## config.mk

```make
export PLATFORM = sky130hd
export DESIGN_NAME = tcp_port_timing
export DESIGN_NICKNAME = d
export VERILOG_FILES = /design/src/tcp_pkg.sv /design/src/tcp_port_timing.sv
export SDC_FILE = /design/constraint.sdc
export NUM_CORES = 1
export LEC_CHECK = 0
export BUFFER_PORTS_ARGS = -buffer_cell sky130_fd_sc_hd__buf_2
export CELL_PAD_IN_SITES_DETAIL_PLACEMENT = 1
export CELL_PAD_IN_SITES_GLOBAL_PLACEMENT = 1
export CORE_AREA = 2 2 215 302
export CTS_CLUSTER_SIZE = 16
export DETAILED_ROUTE_END_ITERATION = 8
export DIE_AREA = 0 0 217 304
export GPL_ROUTABILITY_DRIVEN = 0
export PLACE_DENSITY = 0.89
export SLEW_MARGIN = 20
export SYNTH_ARGS = -nofsm -noshare
export SYNTH_HDL_FRONTEND = slang
export SYNTH_SLANG_ARGS = --single-unit
```

## constraint.sdc

```tcl
create_clock -name hclk -period 74.2 [get_ports hclk]
set_clock_uncertainty 0.2 [all_clocks]
set_input_delay 14.84 -clock hclk [delete_from_list [all_inputs] [get_ports hclk]]
set_output_delay 14.84 -clock hclk [all_outputs]
set_load 0.02 [all_outputs]
```

## src/tcp_pkg.sv

```systemverilog
// constants, register map and carrier types of the cc port timing engine
// assumes a single 20 MHz clock; all times become cycle counts here
package tcp_pkg;
	// ----------------------------------------------------------------
	// clock and times
	// ----------------------------------------------------------------
	localparam int unsigned CLK_KHZ        = 20000;
	localparam int unsigned CLK_MHZ        = 20;
	localparam int unsigned ATTACH_STEP_MS = 5;
	localparam int unsigned DETACH_MS      = 15;
	localparam int unsigned TRYWAIT_MS     = 15;
	localparam int unsigned RPCHG_MS       = 15;
	localparam int unsigned SRCDISC_MS     = 15;
	localparam int unsigned RECOVERY_MS    = 50;
	localparam int unsigned TRY_MS         = 100;
	localparam int unsigned TRY_TMO_MS     = 800;
	localparam int unsigned TOG_STEP_MS    = 25;
	localparam int unsigned ENABLE_MS      = 50;
	localparam int unsigned SOFTRST_MS     = 50;
	localparam int unsigned WEAK_BATTERY_SINK_MODE_MS     = 15;
	localparam int unsigned VBUS_RISE_US   = 375;
	localparam int unsigned VBUS_FALL_MS   = 15;
	localparam int unsigned ATTACH_STEP_CYC = ATTACH_STEP_MS * CLK_KHZ;
	localparam int unsigned DETACH_CYC      = DETACH_MS * CLK_KHZ;
	localparam int unsigned TRYWAIT_CYC     = TRYWAIT_MS * CLK_KHZ;
	localparam int unsigned RPCHG_CYC       = RPCHG_MS * CLK_KHZ;
	localparam int unsigned SRCDISC_CYC     = SRCDISC_MS * CLK_KHZ;
	localparam int unsigned RECOVERY_CYC    = RECOVERY_MS * CLK_KHZ;
	localparam int unsigned TRY_CYC         = TRY_MS * CLK_KHZ;
	localparam int unsigned TRY_TMO_CYC     = TRY_TMO_MS * CLK_KHZ;
	localparam int unsigned TOG_STEP_CYC    = TOG_STEP_MS * CLK_KHZ;
	localparam int unsigned ENABLE_CYC      = ENABLE_MS * CLK_KHZ;
	localparam int unsigned SOFTRST_CYC     = SOFTRST_MS * CLK_KHZ;
	localparam int unsigned WEAK_BATTERY_SINK_MODE_CYC     = WEAK_BATTERY_SINK_MODE_MS * CLK_KHZ;
	localparam int unsigned VBUS_RISE_CYC   = VBUS_RISE_US * CLK_MHZ;
	localparam int unsigned VBUS_FALL_CYC   = VBUS_FALL_MS * CLK_KHZ;
	// ----------------------------------------------------------------
	// sink share of the toggle period, percent, per duty code
	// ----------------------------------------------------------------
	localparam logic [6:0] DUTY_PCT_00 = 7'd70;
	localparam logic [6:0] DUTY_PCT_01 = 7'd60;
	localparam logic [6:0] DUTY_PCT_10 = 7'd50;
	localparam logic [6:0] DUTY_PCT_11 = 7'd40;
	localparam logic [6:0] PCT_FULL    = 7'd100;
	// ----------------------------------------------------------------
	// register map
	// ----------------------------------------------------------------
	localparam logic [7:0]  REG_CTRL   = 8'h00;
	localparam logic [7:0]  REG_CMD    = 8'h04;
	localparam logic [7:0]  REG_STATUS = 8'h08;
	localparam int unsigned CTRL_ATT   = 0;
	localparam int unsigned CTRL_DUTY  = 3;
	localparam int unsigned CTRL_PER   = 5;
	localparam int unsigned CTRL_WBS   = 7;
	localparam int unsigned CTRL_TOG   = 8;
	localparam int unsigned CMD_REC    = 0;
	localparam int unsigned CMD_SRST   = 1;
	localparam logic [8:0]  CTRL_RST   = 9'h103;
	// ----------------------------------------------------------------
	// carriers
	// ----------------------------------------------------------------
	typedef struct packed {
		logic       attach;
		logic       detach;
		logic       reattach;
		logic       cc_open;
		logic [1:0] rp_level;
	} tcp_cc_in_t;
	typedef struct packed {
		logic       try_abandon;
		logic       try_done;
		logic       reg_ready;
		logic       weak_battery_low;
		logic       present_src;
		logic       in_try;
		logic       in_recovery;
		logic       vbus_valid;
		logic [1:0] rp_level;
		logic       src_detached;
		logic       reattached;
		logic       sink_detached;
		logic       attached;
	} tcp_status_t;
	typedef enum logic {TOG_SNK, TOG_SRC} tcp_tog_t;
endpackage

```

## src/tcp_port_timing.sv

```systemverilog
// cc port timing engine: debounces, dwell timers, drp toggle, ahb-lite registers
// assumes cc and vbus comparator levels already synchronous to hclk
`timescale 1ns/10ps
module tcp_debounce (
	input  wire logic        clk,
	input  wire logic        rst_n,
	input  wire logic        cond,
	input  wire logic [31:0] limit,
	output logic             done
);
	import tcp_pkg::*;
	logic [31:0] cnt_r;

	always_ff @(posedge clk or negedge rst_n) begin
		if (!rst_n)
			cnt_r <= 32'h0;
		else if (!cond)
			cnt_r <= 32'h0;
		else if (cnt_r < limit)
			cnt_r <= cnt_r + 32'h1;
	end
	// a limit lowered mid-count must not let the counter run on and wrap
	assign done = cond && (cnt_r >= limit);

	chk_count_restart: assert property (@(posedge clk) disable iff (!rst_n)
		!cond |=> cnt_r == 32'h0) else $error("debounce count kept after lapse");
	chk_done_needs_run: assert property (@(posedge clk) disable iff (!rst_n)
		done && limit != 32'h0 |-> $past(cond) && $past(cnt_r) + 32'h1 >= limit)
		else $error("debounce done without full run");
endmodule

module tcp_port_timing #(
	parameter int unsigned ATT_STEP  = tcp_pkg::ATTACH_STEP_CYC,
	parameter int unsigned DET_CYC   = tcp_pkg::DETACH_CYC,
	parameter int unsigned TW_CYC    = tcp_pkg::TRYWAIT_CYC,
	parameter int unsigned RP_CYC    = tcp_pkg::RPCHG_CYC,
	parameter int unsigned SD_CYC    = tcp_pkg::SRCDISC_CYC,
	parameter int unsigned REC_CYC   = tcp_pkg::RECOVERY_CYC,
	parameter int unsigned TRY_CYC   = tcp_pkg::TRY_CYC,
	parameter int unsigned TMO_CYC   = tcp_pkg::TRY_TMO_CYC,
	parameter int unsigned TOG_STEP  = tcp_pkg::TOG_STEP_CYC,
	parameter int unsigned EN_CYC    = tcp_pkg::ENABLE_CYC,
	parameter int unsigned SRST_CYC  = tcp_pkg::SOFTRST_CYC,
	parameter int unsigned WB_CYC    = tcp_pkg::WEAK_BATTERY_SINK_MODE_CYC,
	parameter int unsigned VR_CYC    = tcp_pkg::VBUS_RISE_CYC,
	parameter int unsigned VF_CYC    = tcp_pkg::VBUS_FALL_CYC
) (
	input  wire logic                 hclk,
	input  wire logic                 hresetn,
	input  wire logic                 hsel,
	input  wire logic [31:0]          haddr,
	input  wire logic [1:0]           htrans,
	input  wire logic                 hwrite,
	input  wire logic [2:0]           hsize,
	input  wire logic [31:0]          hwdata,
	input  wire logic                 hready,
	output logic                      hreadyout,
	output logic                      hresp,
	output logic [31:0]               hrdata,
	input  wire tcp_pkg::tcp_cc_in_t  cc,
	input  wire logic                 role_is_sink,
	input  wire logic                 role_is_source,
	input  wire logic                 in_trywait,
	input  wire logic                 role_change,
	input  wire logic                 try_start,
	input  wire logic                 try_vbus_wait,
	input  wire logic                 vbus_sense_input,
	input  wire logic                 vdd_below_weak,
	input  wire logic                 enable_n,
	input  wire logic                 pin_config_mode,
	input  wire logic                 addr_strap_pin_float,
	output tcp_pkg::tcp_status_t      status,
	output logic                      weak_battery_irq
);
	import tcp_pkg::*;

	// share product period * pct must stay inside 32 bits
	if (ATT_STEP == 0 || ATT_STEP > 32'h1000_0000 ||
		TOG_STEP < 10 || TOG_STEP > 32'h0080_0000)
		$error("tcp_port_timing: step parameters out of range");

	// ----------------------------------------------------------------
	// bus slave
	// ----------------------------------------------------------------
	logic [8:0]  ctrl_r;
	logic        wr_pend_r;
	logic [7:0]  wr_addr_r;
	logic        recovery_request;
	logic        soft_rst_req;
	logic        reg_ready;
	logic [31:0] status_word;
	logic        addr_ok;

	assign addr_ok   = hsel && hready && htrans[1];
	assign hreadyout = 1'b1;
	assign hresp     = 1'b0;

	always_ff @(posedge hclk or negedge hresetn) begin
		if (!hresetn) begin
			wr_pend_r <= 1'b0;
			wr_addr_r <= 8'h00;
		end else begin
			wr_pend_r <= addr_ok && hwrite;
			wr_addr_r <= haddr[7:0];
		end
	end

	always_ff @(posedge hclk or negedge hresetn) begin
		if (!hresetn)
			hrdata <= 32'h0;
		else if (addr_ok && !hwrite) begin
			case (haddr[7:0])
				REG_CTRL:   hrdata <= {23'h0, ctrl_r};
				REG_STATUS: hrdata <= status_word;
				default:    hrdata <= 32'h0;
			endcase
		end
	end

	assign recovery_request = wr_pend_r && reg_ready && wr_addr_r == REG_CMD && hwdata[CMD_REC];
	assign soft_rst_req     = wr_pend_r && reg_ready && wr_addr_r == REG_CMD && hwdata[CMD_SRST];

	always_ff @(posedge hclk or negedge hresetn) begin
		if (!hresetn)
			ctrl_r <= CTRL_RST;
		else if (soft_rst_req)
			ctrl_r <= CTRL_RST;
		else if (wr_pend_r && reg_ready && wr_addr_r == REG_CTRL)
			ctrl_r <= hwdata[8:0];
	end

	// ----------------------------------------------------------------
	// access window after enable and soft reset
	// ----------------------------------------------------------------
	logic en_done;
	logic srst_busy_r;
	logic srst_done;

	tcp_debounce u_en (.clk(hclk), .rst_n(hresetn), .cond(!enable_n), .limit(EN_CYC),
		.done(en_done));
	tcp_debounce u_srst (.clk(hclk), .rst_n(hresetn), .cond(srst_busy_r), .limit(SRST_CYC),
		.done(srst_done));

	// busy until soft reset count ends
	always_ff @(posedge hclk or negedge hresetn) begin
		if (!hresetn)
			srst_busy_r <= 1'b0;
		else if (soft_rst_req)
			srst_busy_r <= 1'b1;
		else if (srst_done)
			srst_busy_r <= 1'b0;
	end
	assign reg_ready = en_done && !srst_busy_r;

	// ----------------------------------------------------------------
	// cc debounces
	// ----------------------------------------------------------------
	logic [31:0] att_limit;
	logic        att_done, det_done, tw_done, rp_done, sd_done;
	logic        attached_r, sink_det_r, reatt_r, src_det_r;
	logic [1:0]  rp_r;

	// attach time scales with the field
	assign att_limit = ATT_STEP * ({29'h0, ctrl_r[CTRL_ATT +: 3]} + 32'h1);
	tcp_debounce u_att (.clk(hclk), .rst_n(hresetn), .cond(cc.attach), .limit(att_limit),
		.done(att_done));
	tcp_debounce u_det (.clk(hclk), .rst_n(hresetn), .cond(cc.detach && role_is_sink),
		.limit(DET_CYC), .done(det_done));
	tcp_debounce u_tw (.clk(hclk), .rst_n(hresetn), .cond(cc.reattach && in_trywait),
		.limit(TW_CYC), .done(tw_done));
	tcp_debounce u_rp (.clk(hclk), .rst_n(hresetn), .cond(role_is_sink && cc.rp_level != rp_r),
		.limit(RP_CYC), .done(rp_done));
	tcp_debounce u_sd (.clk(hclk), .rst_n(hresetn), .cond(cc.cc_open && role_is_source),
		.limit(SD_CYC), .done(sd_done));

	always_ff @(posedge hclk or negedge hresetn) begin
		if (!hresetn) begin
			attached_r <= 1'b0;
			sink_det_r <= 1'b0;
			reatt_r    <= 1'b0;
			src_det_r  <= 1'b0;
		end else begin
			sink_det_r <= det_done;
			reatt_r    <= tw_done;
			src_det_r  <= sd_done;
			if (det_done || sd_done || !cc.attach)
				attached_r <= 1'b0;
			else if (att_done)
				attached_r <= 1'b1;
		end
	end

	always_ff @(posedge hclk or negedge hresetn) begin
		if (!hresetn)
			rp_r <= 2'b00;
		else if (rp_done)
			rp_r <= cc.rp_level;
	end

	// ----------------------------------------------------------------
	// recovery and try dwell timers
	// ----------------------------------------------------------------
	logic in_rec_r, rec_done, in_try_r, try_done, try_done_r, tmo_done, tmo_r, tmo_seen_r;

	tcp_debounce u_rec (.clk(hclk), .rst_n(hresetn), .cond(in_rec_r), .limit(REC_CYC),
		.done(rec_done));
	tcp_debounce u_try (.clk(hclk), .rst_n(hresetn), .cond(in_try_r), .limit(TRY_CYC),
		.done(try_done));
	// vbus still up while waiting on discharge
	tcp_debounce u_tmo (.clk(hclk), .rst_n(hresetn), .cond(try_vbus_wait && status.vbus_valid),
		.limit(TMO_CYC), .done(tmo_done));

	always_ff @(posedge hclk or negedge hresetn) begin
		if (!hresetn)
			in_rec_r <= 1'b0;
		else if (recovery_request || role_change)
			in_rec_r <= 1'b1;
		else if (rec_done)
			in_rec_r <= 1'b0;
	end

	// try dwell, one pulse on expiry
	always_ff @(posedge hclk or negedge hresetn) begin
		if (!hresetn) begin
			in_try_r   <= 1'b0;
			try_done_r <= 1'b0;
		end else begin
			try_done_r <= try_done;
			if (try_start)
				in_try_r <= 1'b1;
			else if (try_done)
				in_try_r <= 1'b0;
		end
	end

	// abandon pulses once per wait, not every cycle
	always_ff @(posedge hclk or negedge hresetn) begin
		if (!hresetn) begin
			tmo_r      <= 1'b0;
			tmo_seen_r <= 1'b0;
		end else begin
			tmo_r      <= tmo_done && !tmo_seen_r;
			tmo_seen_r <= tmo_done;
		end
	end

	// ----------------------------------------------------------------
	// vbus valid and weak battery
	// ----------------------------------------------------------------
	logic vr_done, vf_done, vbus_r, wb_done, wb_low_r, wb_irq_r;

	tcp_debounce u_vr (.clk(hclk), .rst_n(hresetn), .cond(vbus_sense_input && !vbus_r),
		.limit(VR_CYC), .done(vr_done));
	tcp_debounce u_vf (.clk(hclk), .rst_n(hresetn), .cond(!vbus_sense_input && vbus_r),
		.limit(VF_CYC), .done(vf_done));
	tcp_debounce u_wb (.clk(hclk), .rst_n(hresetn),
		.cond(ctrl_r[CTRL_WBS] && vdd_below_weak != wb_low_r), .limit(WB_CYC), .done(wb_done));

	always_ff @(posedge hclk or negedge hresetn) begin
		if (!hresetn)
			vbus_r <= 1'b0;
		else if (vr_done)
			vbus_r <= 1'b1;
		else if (vf_done)
			vbus_r <= 1'b0;
	end

	always_ff @(posedge hclk or negedge hresetn) begin
		if (!hresetn) begin
			wb_low_r <= 1'b0;
			wb_irq_r <= 1'b0;
		end else begin
			wb_irq_r <= wb_done;
			if (wb_done)
				wb_low_r <= !wb_low_r;
		end
	end
	assign weak_battery_irq = wb_irq_r;

	// ----------------------------------------------------------------
	// drp toggle
	// ----------------------------------------------------------------
	tcp_tog_t    tog_r;
	logic [31:0] tog_cnt_r, period, sink_len;
	logic [6:0]  pct;
	logic [1:0]  duty;
	logic        strap_seen_r, strap_float_r, tog_run;

	always_ff @(posedge hclk or negedge hresetn) begin
		if (!hresetn) begin
			strap_seen_r  <= 1'b0;
			strap_float_r <= 1'b0;
		end else if (!strap_seen_r) begin
			strap_seen_r  <= 1'b1;
			strap_float_r <= pin_config_mode && addr_strap_pin_float;
		end
	end
	assign duty = strap_float_r ? 2'b00 : ctrl_r[CTRL_DUTY +: 2];

	always_comb begin
		case (duty)
			2'b00:   pct = DUTY_PCT_00;
			2'b01:   pct = DUTY_PCT_01;
			2'b10:   pct = DUTY_PCT_10;
			default: pct = DUTY_PCT_11;
		endcase
	end
	// period is sink plus source share
	assign period   = TOG_STEP * ({30'h0, ctrl_r[CTRL_PER +: 2]} + 32'h1);
	assign sink_len = (period * {25'h0, pct}) / {25'h0, PCT_FULL};
	assign tog_run  = ctrl_r[CTRL_TOG] && !attached_r && !in_rec_r && !srst_busy_r;

	always_ff @(posedge hclk or negedge hresetn) begin
		if (!hresetn) begin
			tog_r     <= TOG_SNK;
			tog_cnt_r <= 32'h0;
		end else if (!tog_run) begin
			tog_cnt_r <= 32'h0;
		end else begin
			tog_cnt_r <= tog_cnt_r + 32'h1;
			case (tog_r)
				TOG_SNK: if (tog_cnt_r + 32'h1 >= sink_len) begin
					tog_r     <= TOG_SRC;
					tog_cnt_r <= 32'h0;
				end
				TOG_SRC: if (tog_cnt_r + 32'h1 >= period - sink_len) begin
					tog_r     <= TOG_SNK;
					tog_cnt_r <= 32'h0;
				end
				default: tog_r <= TOG_SNK;
			endcase
		end
	end

	// ----------------------------------------------------------------
	// status
	// ----------------------------------------------------------------
	always_comb begin
		status.attached         = attached_r;
		status.sink_detached    = sink_det_r;
		status.reattached       = reatt_r;
		status.src_detached     = src_det_r;
		status.rp_level         = rp_r;
		status.vbus_valid       = vbus_r;
		status.in_recovery      = in_rec_r;
		status.in_try           = in_try_r;
		status.present_src      = tog_r == TOG_SRC;
		status.weak_battery_low = wb_low_r;
		status.reg_ready        = reg_ready;
		status.try_done         = try_done_r;
		status.try_abandon      = tmo_r;
	end
	assign status_word = {18'h0, status};

	// ----------------------------------------------------------------
	// checks
	// ----------------------------------------------------------------
	chk_vbus_rise: assert property (@(posedge hclk) disable iff (!hresetn)
		$rose(vbus_r) |-> $past(vr_done)) else $error("vbus valid set without debounce");
	chk_vbus_fall: assert property (@(posedge hclk) disable iff (!hresetn)
		$fell(vbus_r) |-> $past(vf_done) && !$past(vbus_sense_input))
		else $error("vbus valid cleared without debounce");
	chk_recovery_entry: assert property (@(posedge hclk) disable iff (!hresetn)
		recovery_request |=> in_rec_r) else $error("recovery not entered");
	chk_weak_irq: assert property (@(posedge hclk) disable iff (!hresetn)
		weak_battery_irq |-> $changed(wb_low_r) && $past(ctrl_r[CTRL_WBS]))
		else $error("weak battery irq without crossing");
	chk_ready_gate: assert property (@(posedge hclk) disable iff (!hresetn)
		enable_n |-> !reg_ready) else $error("registers ready while disabled");
	chk_soft_reset: assert property (@(posedge hclk) disable iff (!hresetn)
		soft_rst_req |=> ctrl_r == CTRL_RST && srst_busy_r && !reg_ready)
		else $error("soft reset did not restore defaults");
	chk_strap_duty: assert property (@(posedge hclk) disable iff (!hresetn)
		strap_float_r |-> pct == DUTY_PCT_00) else $error("strap duty not 70/30");
	chk_toggle_switch: assert property (@(posedge hclk) disable iff (!hresetn)
		tog_run && tog_r == TOG_SNK && tog_cnt_r + 32'h1 >= sink_len |=> tog_r == TOG_SRC)
		else $error("toggle switch late");
	chk_toggle_share: assert property (@(posedge hclk) disable iff (!hresetn)
		duty == 2'b10 |-> sink_len * 32'h2 == period) else $error("50/50 share wrong");
	chk_attach_set: assert property (@(posedge hclk) disable iff (!hresetn)
		$rose(attached_r) |-> $past(att_done)) else $error("attach without debounce");
	chk_try_leave: assert property (@(posedge hclk) disable iff (!hresetn)
		$fell(in_try_r) |-> $past(try_done)) else $error("try left early");
	chk_src_open: assert property (@(posedge hclk) disable iff (!hresetn)
		sd_done |=> !attached_r && src_det_r) else $error("source open not acted on");

	cov_attach: cover property (@(posedge hclk) disable iff (!hresetn) $rose(attached_r));
	cov_toggle: cover property (@(posedge hclk) disable iff (!hresetn) $rose(status.present_src));
	cov_recovery: cover property (@(posedge hclk) disable iff (!hresetn) $fell(in_rec_r));
	cov_weak_irq: cover property (@(posedge hclk) disable iff (!hresetn) weak_battery_irq);
endmodule

```

==> results.json, run 1 <==
{
  "critPathMaxStageDelay_ns": 0.64,
  "ys_warn_count": 0,
  "syn_inst": 3664,
  "rows": 110,
  "hold_viol": 0,
  "drc_errors": 0,
  "arrival_ns": 16.14,
  "yosys-mux-area-fraction": 0.0146,
  "synth-seq-cells": 498,
  "cts_setup_buffers": 0,
  "synth_top_family_by_area": "simple AND/OR/NAND/NOR gates",
  "cts_buffer_depth": 3,
  "p_sw_uw": 144,
  "hpwl_um": 64800,
  "dr.pass1.iters": 6,
  "min_delay_path_depth": 1,
  "comb_power_share": 0.047,
  "grt.total_usage": 0.297,
  "timing.slew.headroom": 0.271,
  "fin_hold_ws_ns": 0.235,
  "grt_pass1_vias": 30815,
  "ctsResizeCount": 0,
  "finalCriticalPeriod_ns": 31.18,
  "viasPerCell": 6.23,
  "r2r-start": "ctrl_r[5]",
  "place.port_buffers": 68,
  "power.static_leakage_nw": 16.9,
  "fp.dieH_um": 304,
  "yosysTopAreaCell": "dfrtp_1",
  "regToRegSetupSlack_ns": 43.39,
  "cp-start-kind": "input pin",
  "synth_edf_count": 0,
  "clk-insertion-delay-late_ns": 0.63,
  "critical_path_buf_inv_count": 2,
  "ctsHoldBuffers": 0,
  "internal-power_uw": 451,
  "worstHoldStart": "tmo_seen_r",
  "synth_simple_gate_area_frac": 0.240,
  "cp_max_fo": 34,
  "coreArea_um2": 63600,
  "layout_common_cells": "dfrtp_1, nor2_1, nand2_1, ha_1, xor2_1",
  "rsz0062_at_grt": "false",
  "synth-async-reset-ratio": 1.00,
  "synth_xor_area_frac": 0.0854,
  "setup_viol": 0,
  "nNetsFinal": 4024,
  "cts_tree": "done",
  "cp-end-kind": "output port",
  "worstHoldEndpoint": "tmo_r",
  "design.die.area_um2": 66000,
  "grt_overflow": 0,
  "fin_crit_sh": 0.420,
  "pwr-share-seq": 0.476,
  "crit_chain": "buf_2 -> nor3_1 -> buf_2",
  "swShare": 0.242,
  "vias": 28414,
  "max_freq_ghz": 0.0321,
  "syn_area_per_cell_um2": 9.09,
  "crit_type": "in -> out",
  "htreeDepth": 2,
  "min_path_type": "reg -> reg",
  "drtIter0Drc": 1719,
  "grt_start_max_net_pins": 100,
  "synthAdderAreaFrac": 0.105,
  "tightest_slew_ns": 1.08,
  "yosys.area.top_type_share": 0.372,
  "cts_buffers": 50,
  "p_per_area_nw_per_um2": 16.5,
  "pwr-share-clk": 0.477,
  "area_growth_syn_to_layout_pct": 8.12,
  "outcome": "finished clean",
  "netlist_area_um2": 33300,
  "synth_flop_cell": "dfrtp_1",
  "grt_pass1_wl_um": 161000,
  "reg2reg_to": "tog_cnt_r[29]",
  "maxCapViolations": 0,
  "clk_pin_slew_ns": 0.06,
  "ys_top_cells_by_area": "dfrtp_1, ha_1, nor2_1",
  "ir_drop_mv": 0.0225,
  "wl_um": 98000,
  "die_x_um": 217,
  "drt.antenna.violating_nets": 0,
  "start_util": 0.524,
  "root_buffer": "clkbuf_16",
  "io_pins": 140,
  "r2r.worst_path.cells": 109,
  "path_common_cell": "buf_2",
  "maxSlewViolCount": 0,
  "yosysSeqAreaShare": 0.374,
  "antenna_found_initial": 2,
  "synth.distinct_cells": 123,
  "setup-tns-final_ns": 0,
  "worstPathRequired_ns": 59.16,
  "synth_compound_area_frac": 0.141,
  "cts_sinks": 498,
  "crit_slowest_cell": "nor3_1",
  "wl_per_cell_um": 21.5,
  "cp_top_family": "buffers and inverters",
  "final_common_cell": "dfrtp_1",
  "drive_gt1_frac": 0.0721
}
## cell usage after synthesis (42+ instances only)
cell / instances
o21ai_0: 121
buf_4: 45
or3_1: 42
nor3_1: 65
xor2_1: 168
dfrtp_1: 495
a21o_1: 43
nor2_1: 451
nand2_1: 268
fa_1: 44
nand3_1: 144
nor2b_1: 56
xnor2_1: 140
a21oi_1: 161
and2_1: 131
nand4_1: 93
nor4_1: 62
ha_1: 206
a31oi_1: 43
clkbuf_1: 72
and3_1: 150
inv_1: 156
## cell families after synthesis
logic type               count (synthesis)
XOR/XNOR                               316
buffers and inverters                  300
adder cells (fa/ha/maj)                253
AND/OR/NAND/NOR                       1580
multiplexers                            47
flip-flops                             498
AO/OA/AOI/OAI                          668
other                                    2
## per-layer routing
metal,GRT usage,part of all wire
met5,0,0.00016
met1,0.338,0.39
met2,0.546,0.53
met3,0.0410,0.040
met4,0.130,0.045
## worst max-delay path by stage
stage,cells after the start,slack [ns],end,startpoint
4_1_cts,3,43.12,status[11],enable_n
3_3_place_gp,3,43.12,status[11],enable_n
2_1_floorplan,3,43.75,status[11],enable_n
6_report,3,43.02,status[11],enable_n
5_1_grt,108,41.27,tog_cnt_r[29],ctrl_r[5]
3_5_place_dp,3,43.12,status[11],enable_n
## state kept, by name, indices dropped and copies added, names as in the netlist, 32 cells and up
signal,count
u_sd.cnt_r,32
u_vr.cnt_r,32
u_rp.cnt_r,32
u_tw.cnt_r,32
u_wb.cnt_r,32
u_vf.cnt_r,32
u_srst.cnt_r,32
tog_cnt_r,32
u_try.cnt_r,32
u_det.cnt_r,32
u_tmo.cnt_r,32
u_att.cnt_r,32
u_rec.cnt_r,32
u_en.cnt_r,32
## power by group through the flow
stage	clock network, mW	registers (mW)	logic, mW
final	0.284	0.283	0.0281
after global routing	0.298	0.284	0.0317
after CTS	0.287	0.283	0.0285
after detailed placement	0	0.288	0.0274
after global placement	0	0.287	0.0256
after floorplan	0	0.286	0.0160
## metrics by stage
step                utilization  worst slack, ns  power, mW  instance area [um^2]  cells
CTS                       0.566            43.12      0.599                 36000   4559
floorplan                     -            43.75      0.302                 33400   3685
detailed placement        0.538            43.12      0.315                 34200   4471
global route              0.566            41.27      0.613                 36000   4559
finish                    0.567            43.02      0.595                 36000   4560
global placement          0.538            43.12      0.313                 34200   4471
## final cells by class
type / count / area [um^2]
sequential: 498 / 12500
inverter: 161 / 607
fill: 7370 / 27600
antenna: 1 / 2.50
timing repair buffer: 85 / 478
tap: 840 / 1050
clock buffer: 65 / 1410
clock inverter: 23 / 415
multi-input combinational: 2887 / 19600
(Power assumes the default switching activity.)
==> run 2: changes to the inputs <==
CORE_AREA = 2 2 236 331   (was 2 2 215 302)
DIE_AREA = 0 0 238 333   (was 0 0 217 304)
PLACE_DENSITY = 0.79   (was 0.89)
clock period = 28 ns   (was 74.2 ns; I/O delays follow)
==> results.json, run 2 (synthesis gave the netlist of run 1 again) <==
{
  "outcome": "finished clean",
  "tightest_slew_ns": 1.09,
  "place.port_buffers": 68,
  "htreeDepth": 2,
  "design.die.area_um2": 79300,
  "grt_pass1_vias": 29103,
  "grt_pass1_wl_um": 144000,
  "final_area_um2": 36800,
  "critPathMaxStageDelay_ns": 0.65,
  "critical_path_buf_inv_count": 10,
  "nNetsFinal": 4055,
  "viasPerCell": 5.75,
  "grt.total_usage": 0.216,
  "root_buffer": "clkbuf_16",
  "multi_input_area_um2": 19900,
  "fillCellCount": 8810,
  "fin_hold_ws_ns": 0.210,
  "dp_cells": 4622,
  "place_area_um2": 34500,
  "start_util": 0.437,
  "min_path_type": "reg -> reg",
  "drtIter0Drc": 1138,
  "drc_errors": 0,
  "setup_viol": 0,
  "final_common_cell": "dfrtp_1",
  "preCtsSetupSlack_ns": 0.214,
  "grt_overflow": 0,
  "wl_um": 86200,
  "io_pins": 140,
  "fp.dieH_um": 333,
  "cts_tree": "done",
  "clk-insertion-delay-late_ns": 0.63,
  "power.static_leakage_nw": 17.1,
  "p_per_area_nw_per_um2": 43.5,
  "cts_buffers": 52,
  "grt_start_max_net_pins": 113,
  "wl_per_cell_um": 18.2,
  "die_x_um": 238,
  "drt.antenna.violating_nets": 0,
  "setup-tns-final_ns": 0,
  "maxSlewViolCount": 0,
  "finalCriticalPeriod_ns": 26.55,
  "timing.final.ws_setup_ns": 1.45,
  "dr.pass1.iters": 5,
  "cp-end-kind": "flop",
  "clk_pin_slew_ns": 0.06,
  "cp_max_fo": 13,
  "layout_common_cells": "dfrtp_1, nor2_1, nand2_1, ha_1, xor2_1",
  "rows": 120,
  "fin_cells": 4730,
  "path_common_cell": "ha_1",
  "r2r.worst_path.cells": 108,
  "min_delay_path_depth": 1,
  "hpwl_um": 61900,
  "coreArea_um2": 76300,
  "crit_slowest_cell": "or4_1",
  "timing.slew.headroom": 0.267,
  "cts_sinks": 498,
  "ir_drop_mv": 0.0432,
  "worstPathRequired_ns": 28.32,
  "maxCapViolations": 0,
  "cp_num_cells": 108,
  "vias": 27189,
  "drive_gt1_frac": 0.0890,
  "antenna_found_initial": 6,
  "fin_crit_sh": 0.948,
  "hold_viol": 0,
  "arrival_ns": 26.87,
  "cp-start-kind": "flop",
  "area_growth_syn_to_layout_pct": 10.4,
  "crit_type": "reg -> reg",
  "cts_buffer_depth": 3,
  "max_freq_ghz": 0.0377,
  "regArea_um2": 12500,
  "cp_top_family": "compound AO/OA/AOI/OAI gates"
}
[run 2: cell types whose count changed in the layout (fill, tap and decap cells not counted), moves of 3 or more]
cell,before,now
bufinv_16,9,13
a21oi_2,1,5
nor3_1,65,62
clkinvlp_4,1,4
clkbuf_8,10,5
a21oi_1,161,156
buf_4,17,45
[run 2: path summary, 6_finish.rpt]
check,from,end,slack (ns)
worst max register to register,ctrl_r[5],tog_cnt_r[14],1.45
worst min register to register,tmo_seen_r,tmo_r,0.21
min in group asynchronous,hresetn,u_vr.cnt_r[31],4.81
worst min-delay path,tmo_seen_r,tmo_r,0.21
max in group asynchronous,hresetn,u_tw.cnt_r[26],20.52
worst max-delay path,ctrl_r[5],tog_cnt_r[14],1.45
[run 2: layer usage]
metal / GRT usage / share of wire / up-vias / wire, um
li1: - / - / 12970 / -
met1: 0.250 / 0.41 / 13752 / 35400
met2: 0.405 / 0.53 / 292 / 45700
met3: 0.0299 / 0.027 / 163 / 2350
met4: 0.0753 / 0.031 / 12 / 2680
met5: 0 / 0.00079 / - / 68
[run 2: area by class of cell]
type,instances,share of cell area
multi-input cells,2887,0.540
diodes,1,0.0000680
well taps,976,0.0332
clock buffers,63,0.0378
clock inverters,30,0.0146
flip-flops and latches,498,0.339
repair buffers,114,0.0190
inverters,161,0.0166
[run 2: metrics by stage]
stage          power [mW]   util
6_report             1.60  0.482
3_3_place_gp        0.829  0.452
2_1_floorplan       0.801      -
5_1_grt              1.66  0.482
3_5_place_dp        0.833  0.452
4_1_cts              1.62  0.477
[run 2: repair_timing]
| item | 4_1_cts | 5_1_grt |
|---|---|---|
| gates resized for setup | 2 | 53 |
| endpoints found under the setup margin | 11 | 33 |
| pin swaps | 0 | 8 |
| hold buffers | 0 | 0 |
| buffers inserted | 0 | 14 |
[run 2: power by group]
part	switching, mW	internal (mW)	total [mW]
clock	0.306	0.476	0.782
combinational	0.0481	0.0227	0.0707
sequential	0.0157	0.733	0.749
